<file path="config.mk">
export PLATFORM = sky130hd
export DESIGN_NAME = ubg_top
export DESIGN_NICKNAME = d
export VERILOG_FILES = /design/src/hw/ubg_top.v
export VERILOG_INCLUDE_DIRS = /design/src /design/src/hw
export SDC_FILE = /design/constraint.sdc
export NUM_CORES = 1
export LEC_CHECK = 0
export BUFFER_PORTS_ARGS = -buffer_cell sky130_fd_sc_hd__buf_4
export CAP_MARGIN = 20
export CORE_ASPECT_RATIO = 1.75
export CORE_MARGIN = 2
export CORE_UTILIZATION = 60
export DETAILED_ROUTE_END_ITERATION = 8
export PLACE_DENSITY = 0.93
export SLEW_MARGIN = 20
export SYNTH_ARGS = -nofsm -noshare
export SYNTH_HDL_FRONTEND = slang
export SYNTH_SLANG_ARGS = --single-unit
</file>
<file path="constraint.sdc">
create_clock -name core_clk -period 6.86 [get_ports core_clk]
set_clock_uncertainty 0.2 [all_clocks]
set_input_delay 1.372 -clock core_clk [delete_from_list [all_inputs] [get_ports core_clk]]
set_output_delay 1.372 -clock core_clk [all_outputs]
set_load 0.01 [all_outputs]
</file>
<file path="src/hw/ubg_consts.vh">
// Purpose: Constants of the serial port baud rate generator
// Assumes: APB byte addresses, 32-bit words
// Notes:   Offsets and reset values are named once here
`ifndef UBG_CONSTS_VH
`define UBG_CONSTS_VH
`define UBG_OFS_MODE      12'h000
`define UBG_OFS_CLKSEL    12'h004
`define UBG_OFS_DIVISOR   12'h008
`define UBG_OFS_STATUS    12'h00c
`define UBG_OFS_EVENT     12'h010
`define UBG_BIT_POWER     7
`define UBG_BIT_TXE       6
`define UBG_BIT_RXE       5
`define UBG_RST_MODE      8'h00
`define UBG_RST_CLKSEL    8'h00
`define UBG_RST_DIVISOR   8'hff
`define UBG_SEL_TIMER     4'hb
`define UBG_SEL_MAXDIV    4'ha
`define UBG_K_MIN         8'h08
`define UBG_LATCH_MARGIN  2
`endif

</file>
<file path="src/hw/ubg_top.v">
// Purpose: Baud rate generator with transmit and receive bit-rate counters
// Assumes: core_clk 50 MHz; base clock realised as a one-cycle enable
// Notes:   Registers reached over APB; receive line sampled through 3 flops
//
// Added by the designer: the register addresses and register access over APB.
`timescale 1ns/1ps
`default_nettype none
`include "ubg_consts.vh"

module ubg_top #(
    parameter FRAME_BITS = 11
) (
    input  wire        core_clk,
    input  wire        arst_n,
    input  wire        psel,
    input  wire        penable,
    input  wire        pwrite,
    input  wire [11:0] paddr,
    input  wire [31:0] pwdata,
    output reg  [31:0] prdata,
    output reg         pready,
    output reg         pslverr,
    input  wire        rx_line,
    input  wire        timer_out,
    input  wire        tx_data_pending,
    output reg         base_clk_out,
    output reg         tx_bit_tick,
    output reg         tx_frame_done,
    output reg         rx_latch_tick,
    output reg         rx_frame_done
);

    ////////////////////////////////////////////////////////////////////////
    // Reset release through two flops
    // Release is synchronous, so no flop leaves reset a cycle apart from the rest
    reg rst_meta_r;
    reg rst_n_r;
    always @(posedge core_clk or negedge arst_n) begin
        if (!arst_n) begin
            rst_meta_r <= 1'b0;
            rst_n_r    <= 1'b0;
        end else begin
            rst_meta_r <= 1'b1;
            rst_n_r    <= rst_meta_r;
        end
    end

    ////////////////////////////////////////////////////////////////////////
    // Registers
    reg  [7:0]  mode_r;
    reg  [7:0]  clksel_r;
    reg  [7:0]  divisor_r;
    reg         txb_write_r;
    reg         event_r;
    // Counter states are declared here because the read mux looks at them
    reg  [7:0]  tx_cnt_r;
    reg  [7:0]  rx_cnt_r;
    reg         rx_busy_r;
    wire        power   = mode_r[`UBG_BIT_POWER];
    wire        tx_run  = power & mode_r[`UBG_BIT_TXE];
    wire        rx_run  = power & mode_r[`UBG_BIT_RXE];
    wire        access  = psel & penable;
    wire        wr_acc  = access & pwrite;
    wire        hit     = (paddr == `UBG_OFS_MODE) || (paddr == `UBG_OFS_CLKSEL) ||
                          (paddr == `UBG_OFS_DIVISOR) || (paddr == `UBG_OFS_STATUS) ||
                          (paddr == `UBG_OFS_EVENT);
    wire [7:0]  k_val   = divisor_r;

    // Zero-wait slave: answers in the first access cycle
    always @(posedge core_clk or negedge rst_n_r) begin
        if (!rst_n_r) begin
            mode_r      <= `UBG_RST_MODE;
            clksel_r    <= `UBG_RST_CLKSEL;
            divisor_r   <= `UBG_RST_DIVISOR;
            txb_write_r <= 1'b0;
            pready      <= 1'b0;
            pslverr     <= 1'b0;
            prdata      <= 32'h0000_0000;
        end else begin
            pready      <= psel & ~penable;
            pslverr     <= psel & ~penable & ~hit;
            txb_write_r <= 1'b0;
            if (psel & ~penable & ~pwrite) begin
                case (paddr)
                    `UBG_OFS_MODE:    prdata <= {24'h000000, mode_r};
                    `UBG_OFS_CLKSEL:  prdata <= {24'h000000, clksel_r};
                    `UBG_OFS_DIVISOR: prdata <= {24'h000000, divisor_r};
                    `UBG_OFS_STATUS:  prdata <= {24'h000000, tx_cnt_r};
                    `UBG_OFS_EVENT:   prdata <= {22'h000000, rx_cnt_r, rx_busy_r, event_r};
                    default:          prdata <= 32'h0000_0000;
                endcase
            end
            if (wr_acc & pready) begin
                case (paddr)
                    `UBG_OFS_MODE:    mode_r    <= pwdata[7:0];
                    `UBG_OFS_CLKSEL:  clksel_r  <= {4'h0, pwdata[3:0]};
                    `UBG_OFS_DIVISOR: divisor_r <= pwdata[7:0];
                    // Writing here stands for a transmit buffer load
                    `UBG_OFS_EVENT:   txb_write_r <= 1'b1;
                    default:          ;
                endcase
            end
        end
    end

    ////////////////////////////////////////////////////////////////////////
    // Prescaler: free 10-bit divider, one-cycle enable per selected period
    // One counter serves every divided select, so a new select takes effect at once
    // Timer output comes from logic on core_clk, so only its edge is taken
    reg  [9:0]  presc_r;
    reg         timer_q_r;
    reg         base_en;
    always @(posedge core_clk or negedge rst_n_r) begin
        if (!rst_n_r) begin
            presc_r   <= 10'h000;
            timer_q_r <= 1'b0;
        end else begin
            presc_r   <= presc_r + 10'h001;
            timer_q_r <= timer_out;
        end
    end

    always @* begin
        base_en = 1'b0;
        if (power) begin
            if (clksel_r[3:0] == `UBG_SEL_TIMER)
                base_en = timer_out & ~timer_q_r;
            else if (clksel_r[3:0] == 4'h0)
                base_en = 1'b1;
            else if (clksel_r[3:0] <= `UBG_SEL_MAXDIV)
                base_en = (presc_r & ((10'h001 << clksel_r[3:0]) - 10'h001)) == 10'h000;
        end
    end

    ////////////////////////////////////////////////////////////////////////
    // Receive line: three flops, change taken once second and third agree
    // Line idles high, so the flops reset high and no false start follows reset
    reg  [2:0]  rx_sync_r;
    reg         rx_filt_r;
    always @(posedge core_clk or negedge rst_n_r) begin
        if (!rst_n_r) begin
            rx_sync_r <= 3'b111;
            rx_filt_r <= 1'b1;
        end else begin
            rx_sync_r <= {rx_sync_r[1:0], rx_line};
            if (rx_sync_r[1] == rx_sync_r[2])
                rx_filt_r <= rx_sync_r[2];
        end
    end

    ////////////////////////////////////////////////////////////////////////
    // Counter step: wraps at k, reports the wrap
    // A divisor lowered mid-count wraps at once rather than running on to 255;
    // the bit in flight is then short, a limitation software must allow for
    function [8:0] ubg_step;
        input [7:0] cnt;
        input [7:0] k;
        begin
            if (cnt + 8'h01 >= k)
                ubg_step = {1'b1, 8'h00};
            else
                ubg_step = {1'b0, cnt + 8'h01};
        end
    endfunction

    ////////////////////////////////////////////////////////////////////////
    // transmit counter, independent of receive
    reg         tx_half_r;
    reg  [3:0]  tx_bit_r;
    reg         tx_active_r;
    reg  [8:0]  tx_s;
    always @* tx_s = ubg_step(tx_cnt_r, k_val);

    always @(posedge core_clk or negedge rst_n_r) begin
        if (!rst_n_r) begin
            tx_cnt_r      <= 8'h00;
            tx_half_r     <= 1'b0;
            tx_bit_r      <= 4'h0;
            tx_active_r   <= 1'b0;
            tx_bit_tick   <= 1'b0;
            tx_frame_done <= 1'b0;
        end else begin
            tx_bit_tick   <= 1'b0;
            tx_frame_done <= 1'b0;
            if (!tx_run) begin
                tx_cnt_r    <= 8'h00;
                tx_half_r   <= 1'b0;
                tx_bit_r    <= 4'h0;
                tx_active_r <= 1'b0;
            end else if (txb_write_r && !tx_active_r) begin
                tx_cnt_r    <= 8'h00;
                tx_half_r   <= 1'b0;
                tx_bit_r    <= 4'h0;
                tx_active_r <= 1'b1;
            end else if (base_en) begin
                tx_cnt_r <= tx_s[7:0];
                if (tx_s[8]) begin
                    tx_half_r <= ~tx_half_r;
                    if (tx_half_r) begin
                        tx_bit_tick <= 1'b1;
                        if (tx_active_r && tx_bit_r == FRAME_BITS[3:0] - 4'h1) begin
                            tx_frame_done <= 1'b1;
                            tx_bit_r      <= 4'h0;
                            // reclear on next frame, else run on
                            tx_active_r   <= tx_data_pending;
                            if (tx_data_pending) begin
                                tx_cnt_r  <= 8'h00;
                                tx_half_r <= 1'b0;
                            end
                        end else if (tx_active_r) begin
                            tx_bit_r <= tx_bit_r + 4'h1;
                        end
                    end
                end
            end
        end
    end

    ////////////////////////////////////////////////////////////////////////
    // Receive counter, started by start bit, halts after one frame
    reg         rx_half_r;
    reg  [3:0]  rx_bit_r;
    reg  [8:0]  rx_s;
    always @* rx_s = ubg_step(rx_cnt_r, k_val);

    always @(posedge core_clk or negedge rst_n_r) begin
        if (!rst_n_r) begin
            rx_cnt_r      <= 8'h00;
            rx_half_r     <= 1'b0;
            rx_bit_r      <= 4'h0;
            rx_busy_r     <= 1'b0;
            rx_latch_tick <= 1'b0;
            rx_frame_done <= 1'b0;
        end else begin
            rx_latch_tick <= 1'b0;
            rx_frame_done <= 1'b0;
            if (!rx_run) begin
                rx_cnt_r  <= 8'h00;
                rx_half_r <= 1'b0;
                rx_bit_r  <= 4'h0;
                rx_busy_r <= 1'b0;
            end else if (!rx_busy_r) begin
                rx_cnt_r  <= 8'h00;
                rx_half_r <= 1'b0;
                rx_bit_r  <= 4'h0;
                rx_busy_r <= ~rx_filt_r;
            end else if (base_en) begin
                rx_cnt_r <= rx_s[7:0];
                if (rx_s[8]) begin
                    rx_half_r <= ~rx_half_r;
                    // latch at mid-bit, first half of each 2k period
                    // two-clock margin lies in the filter delay
                    if (!rx_half_r) begin
                        rx_latch_tick <= 1'b1;
                        if (rx_bit_r == FRAME_BITS[3:0] - 4'h1) begin
                            rx_frame_done <= 1'b1;
                            rx_busy_r     <= 1'b0;
                        end
                        rx_bit_r <= rx_bit_r + 4'h1;
                    end
                end
            end
        end
    end

    ////////////////////////////////////////////////////////////////////////
    // Sticky record of receive frame ends, set wins over the write clear
    always @(posedge core_clk or negedge rst_n_r) begin
        if (!rst_n_r) begin
            event_r      <= 1'b0;
            base_clk_out <= 1'b0;
        end else begin
            base_clk_out <= base_en;
            event_r      <= rx_frame_done | (event_r &
                            ~(wr_acc & pready & (paddr == `UBG_OFS_STATUS)));
        end
    end

endmodule
`default_nettype wire

</file>
After elaboration in Yosys (flattened, before gate mapping)
Cells that the tools add are included.
{"block": "word_totals", "output_inout_bits": 39, "register_bits": 106, "elab_cells": 168}
{"block": "classes", "n_eq_ne": 16, "reduce_logical": 18, "n_shift": 1, "muxes": 76, "add_sub_neg": 6, "order_cmp": 3, "bitwise": 21}
{"operator": "8-bit two-way mux", "n": 10}
{"operator": "1-bit two-way mux", "n": 51}
{"operator": "10-bit case mux with 5 select lines", "n": 1}
{"operator": "4-bit two-way mux", "n": 12}
{"operator": "12-bit by 4-bit == test with 1-bit output (second input constant)", "n": 2}
{"operator": "9-bit two-way mux", "n": 2}
{"operator": "8-bit by 1-bit adder with 8-bit output (second input constant)", "n": 2}
{"operator": "8-bit >= comparator", "n": 2}
{"operator": "12-bit by 3-bit == test with 1-bit output (second input constant)", "n": 1}
{"operator": "12-bit by 5-bit == test with 1-bit output (second input constant)", "n": 1}
{"operator": "4-bit == test (second input constant)", "n": 3}
{"operator": "12-bit zero test", "n": 1}
{"operator": "3-bit by 1-bit inequality test with 1-bit output (second input constant)", "n": 4}
{"operator": "1-bit AND", "n": 11}
{"operator": "10-bit by 1-bit adder with 10-bit output (second input constant)", "n": 1}
{"operator": "10-bit AND", "n": 1}
{"operator": "10-bit zero test", "n": 1}
{"operator": "2-bit AND reduction", "n": 5}
{"operator": "1-bit by 4-bit left shift with 10-bit output (first input constant)", "n": 1}
{"operator": "10-bit by 1-bit subtractor with 10-bit output (second input constant)", "n": 1}
{"operator": "4-bit by 1-bit adder with 4-bit output (second input constant)", "n": 2}
{"operator": "1-bit inverter", "n": 8}
{"operator": "4-bit AND reduction", "n": 2}
{"operator": "3-bit by 2-bit inequality test with 1-bit output (second input constant)", "n": 2}
{"operator": "10 further kinds", "n": 14}

Logic depth before layout (Yosys ltp)
{"block": "logic_depth", "depth_word": 11, "mapped_depth": 12}

Least setup slack after synthesis
OpenSTA, ideal clock, no wires.
{"block": "synth_timing", "kind": "input-to-reg", "start": "in paddr[1]", "end": "reg clksel_r[0]", "t_arrival_ns": 2.949, "path_stages": 5, "required_ns": 6.535, "slack_ns": 3.586, "cell_sequence": "nor4_1 > nand3_1 > nor4b_1 > and2b_1 > mux2_2"}
{"block": "synth_between", "elab_chain_cells": 2}
{"item": "from (decl)", "line_no": "ubg_top.v:18", "source": "input wire [11:0] paddr,"}
{"item": "12-bit by 3-bit == test with 1-bit output", "line_no": "ubg_top.v:94", "source": "case (paddr)"}
{"item": "2-bit AND reduction (no source line)"}
{"item": "to (signal assigned)", "line_no": "ubg_top.v:73", "source": "clksel_r <= `UBG_RST_CLKSEL;"}
{"item": "to (signal assigned)", "line_no": "ubg_top.v:96", "source": "`UBG_OFS_CLKSEL: clksel_r <= {4'h0, pwdata[3:0]};"}
{"item": "to (decl)", "line_no": "ubg_top.v:51", "source": "reg [7:0] clksel_r;"}
Every way passes these cells.
A chain may end at the register's enable or synchronous reset.

Final worst setup path
{"block": "layout_timing", "start": "reg rx_cnt_r[2]", "end": "reg rx_frame_done"}
{"block": "layout_between", "elab_chain_cells": 7}
{"item": "from (decl)", "line_no": "ubg_top.v:57", "source": "reg [7:0] rx_cnt_r;"}
{"item": "from (signal assigned)", "line_no": "ubg_top.v:248", "source": "rx_cnt_r <= rx_s[7:0];"}
{"item": "8-bit by 1-bit adder with 8-bit output", "line_no": "ubg_top.v:159", "source": "if (cnt + 8'h01 >= k)"}
{"item": "8-bit >= comparator", "line_no": "ubg_top.v:159"}
{"item": "9-bit two-way mux", "line_no": "ubg_top.v:159"}
{"item": "1-bit two-way mux", "line_no": "ubg_top.v:249", "source": "if (rx_s[8]) begin"}
{"item": "1-bit two-way mux", "line_no": "ubg_top.v:247", "source": "end else if (base_en) begin"}
{"item": "1-bit two-way mux", "line_no": "ubg_top.v:242", "source": "end else if (!rx_busy_r) begin"}
{"item": "1-bit two-way mux", "line_no": "ubg_top.v:237", "source": "if (!rx_run) begin"}
{"item": "to (signal assigned)", "line_no": "ubg_top.v:233", "source": "rx_frame_done <= 1'b0;"}
{"item": "to (signal assigned)", "line_no": "ubg_top.v:236", "source": "rx_frame_done <= 1'b0;"}
{"item": "to (signal assigned)", "line_no": "ubg_top.v:256", "source": "rx_frame_done <= 1'b1;"}
{"item": "to (decl)", "line_no": "ubg_top.v:30", "source": "output reg rx_frame_done"}
Every way passes these cells.

==> metrics.md <==
| Metric | Value |
|---|---|
| Net Sw Power | `0.2536 mW` |
| Worst setup path startpoint | `rx_cnt_r[2]` |
| GRT Residual Overflow | `0` |
| Worst reg2reg startpoint | `rx_cnt_r[2]` |
| Comb power frac | `5.7%` |
| Effective utilization at floorplan | `61.72%` |
| Clock group share of total power | `between 40% and 50%` |
| Cells after Synth | `478` |
| Part of the power in registers | `47.8%` |
| Per-cell via count in the routed design | `6.703` |
| Clock root cell | `clkbuf_16` |
| Post-cts repair resize count | `0` |
| Crit path max-delay cell type | `a21oi_1` |
| Non-filler instance count after layout | `609` |
| Routed WL per cell | `around 20 µm` |
| Post-route DRC | `0` |
| Reg clk slew, reported paths | `about 0.060 ns` |
| CP Capture Type | `flip-flop` |
| Result of the run | `finished, final reports clean` |
| Overall Power | `about 1.1 mW` |
| Share of cells above drive strength 1 | `19.77%` |
| Internal power | `0.8231 mW` |
| Ratio of final minimum period to clock period | `between 50% and 60%` |
| Post-synth top area share | `38.57%` |
| Largest fanout on the critical path | `13` |
| Power density of the placed cells | `203.5 nW/µm²` |
| Clock buffer depth | `2` |
| Row count | `42` |
| Leading cell types by total area after synthesis | `dfrtp_1 (39%), dfstp_2 (6.8%), ha_1 (6.4%)` |
| Count of flip-flops with a built-in enable after synthesis | `0` |
| Category of the most critical setup path | `reg2reg` |
| HPWL after detailed placement | `8070 µm` |
| Post-synthesis area per instance | `between 9 and 10 µm²` |
| Fin. Hold Viols | `0` |
| Maximum vdd ir drop | `0.0001754 V` |
| Number of filler cells placed in the layout | `524` |
| Type of element launching the critical path | `flip-flop` |
| Number of nets in the final layout | `592` |
| Total instance count after detailed placement | `around 590` |
| Critical path cell sequence | `nand3_1, or2_2, nor2_1, xor2_1, ha_1, a21oi_1, o21ai_0, a21oi_1, nor2_1, nand2_1, nor4_1` |
| Total iterations of the first detailed-routing run | `6` |
| Worst EP arrival | `3.64 ns` |
| Cell taking the most area after synthesis | `dfrtp_1` |
| Warnings, synthesis | `0` |
| Insertion delay to the later sink of the worst-skew pair | `0.35 ns` |
| Number of levels in the clock H-tree | `3` |
| Final estimated routing congestion in global placement | `between 0.9 and 1` |
| Post-synthesis to final-layout area growth | `13.29%` |
| Total routing resource utilization after global routing | `29.29%` |
| Data required, critical path | `6.86 ns` |
| IO Pins | `91` |
| Share of synthesized flip-flops with an asynchronous set or reset | `100.0%` |
| Worst max-slew margin expressed relative to the limit | `31.40%` |
| Total negative slack | `0 ns` |
| Core Footprint | `7567 µm²` |
| Number of vias in the routed layout | `4082` |
| Count of buffers inserted at the top-level ports | `44` |
| Total setup buffers inserted after CTS | `0` |
| Max Slew Vio Count | `0` |
| Initial antenna violation count | `0` |
| Maximum number of pins on one net before global-route repair | `83` |
| Die boundary height | `120.7 µm` |
| CTS Sinks | `84` |
| Number of unique standard cell types used by synthesis | `65` |
| 1st-iter DRT viols | `654` |
| Worst Hold Slack | `0.04104 ns` |
| Final antenna diode count | `0` |
| Clock tree from TritonCTS | `yes` |
| Leak pwr | `roughly 2.5 nW` |
| Final ANT Viol Nets | `0` |
| Path category of the worst min-delay check | `reg2async` |
| Die W | `70.70 µm` |
| Maximum clock frequency | `0.2751 GHz` |
| Number of CTS-inserted buffers | `9` |
| Number of buffers inserted for hold repair after clock tree synthesis | `0` |
| Wire length of the first global-routing pass | `19420 µm` |
| Leading cell type by number of instances after synthesis | `dfrtp_1` |
| Min Clock Period, post-route | `3.635 ns` |
| Transition time at the pin with the least slew margin | `1.029 ns` |
| Flops & latches, synth | `84` |
| Total detailed-routing wirelength | `12190 µm` |
| Largest stage delay on the critical path | `0.70 ns` |
| Max Cap Violations | `0` |
| Setup violators final | `0` |
| Dominant synthesized flop cell | `dfrtp_1` |
| Switching share of power | `23.55%` |
| Setup repair after global routing missed its margin | `false` |
| Cell Area, Synth | `about 4700 µm²` |
| Die footprint | `8534 µm²` |
| Sequential share of the synthesized area | `45.33%` |
| Most frequent cells after synthesis | `dfrtp_1 (72), nand2_1 (43), a21oi_1 (37)` |
| Via count of the first global-routing pass | `4021` |
flip-flops by register name, indices dropped and copies added, names as in the netlist, 3 cells and up:
register,flops
clksel_r,4
divisor_r,8
mode_r,8
prdata,10
presc_r,10
rx_bit_r,4
rx_cnt_r,8
rx_sync_r,3
tx_bit_r,4
tx_cnt_r,8
path summary, 6_finish.rpt:
kind                                 end  slack (ns)  cells past startpoint
min                          rx_bit_r[1]        0.04                      0
max reg2reg                rx_frame_done        3.22                     11
min reg2reg                  rx_bit_r[1]        0.04                      0
max in group asynchronous   divisor_r[6]        5.76                      1
min in group core_clk            rst_n_r        0.15                      0
max                        rx_frame_done        3.22                     11
power by group through the flow:
stage / logic, mW / registers (mW) / clock network [mW]
6_report: 0.0616 / 0.515 / 0.500
5_1_grt: 0.0664 / 0.517 / 0.523
4_1_cts: 0.0528 / 0.522 / 0.504
3_5_place_dp: 0.0526 / 0.531 / 0
3_3_place_gp: 0.0509 / 0.530 / 0
2_1_floorplan: 0.0274 / 0.531 / 0
metrics by stage:
step | instance area [µm²] | worst slack, ns | util (%)
after floorplan | 4750 | 3.586 | -
after global placement | 4945 | 3.163 | 65.34
after detailed placement | 4945 | 3.048 | 65.34
after CTS | 5253 | 3.308 | 69.41
after global routing | 5291 | 2.956 | 69.92
final | 5291 | 3.225 | 69.92
final cells by class:
cell class | count | area [µm²] | share of cell area (%)
Multi-Input combinational cell | 360 | 2327 | 43.98
Timing Repair Buffer | 47 | 372.9 | 7.047
Tap cell | 88 | 110.1 | 2.081
Clock buffer | 9 | 225.2 | 4.256
Sequential cell | 84 | 2121 | 40.08
Clock inverter | 7 | 82.58 | 1.561
Inverter | 14 | 52.55 | 0.9931
cells by family after synthesis:
family | Yosys count | synth area share, %
and+or+nand+nor | 159 | 17.09
adders and majority gates | 25 | 6.644
xor gates and xnor gates | 20 | 3.750
DFF | 84 | 45.33
buffers and inverters | 55 | 6.778
AOI/OAI and AO/OA | 112 | 15.30
other | 2 | 0.1608
muxes | 21 | 4.956
worst max-delay path, delay by kind of cell, from the launching register on:
kind / cells / cell delay [ns]
fa+ha+maj: 1 / 0.27
simple gates: 6 / 1.25
xor+xnor: 1 / 0.20
compound gates: 3 / 1.06
flops: 1 / 0.50
per-layer routing:
layer,wire length [µm],global-route usage [%]
met1,4122,31.39
met2,6306,49.77
met3,859,6.667
met4,905,20.75
met5,0,0
cells in the final DEF (no fill, tap or decap), types with 3 or more instances in the layout:
master and n:
a221oi_1 4, nand3_1 31, or2_2 3, clkinv_4 3, buf_4 46, nor3_1 11
o21ai_0 30, nand4_1 3, clkbuf_16 9, nand2b_1 4, mux2i_1 4, inv_6 3
and3_1 4, dfstp_2 12, nand2_1 43, nor2_1 31, or3_1 9, xor2_1 7
o22ai_1 5, a21o_1 4, dfrtp_1 71, ha_1 24, xnor2_1 13, mux2_2 17
a21oi_1 37, inv_1 14, conb_1 23, a222oi_1 4
No activity file was read; power rests on OpenSTA's default activity.
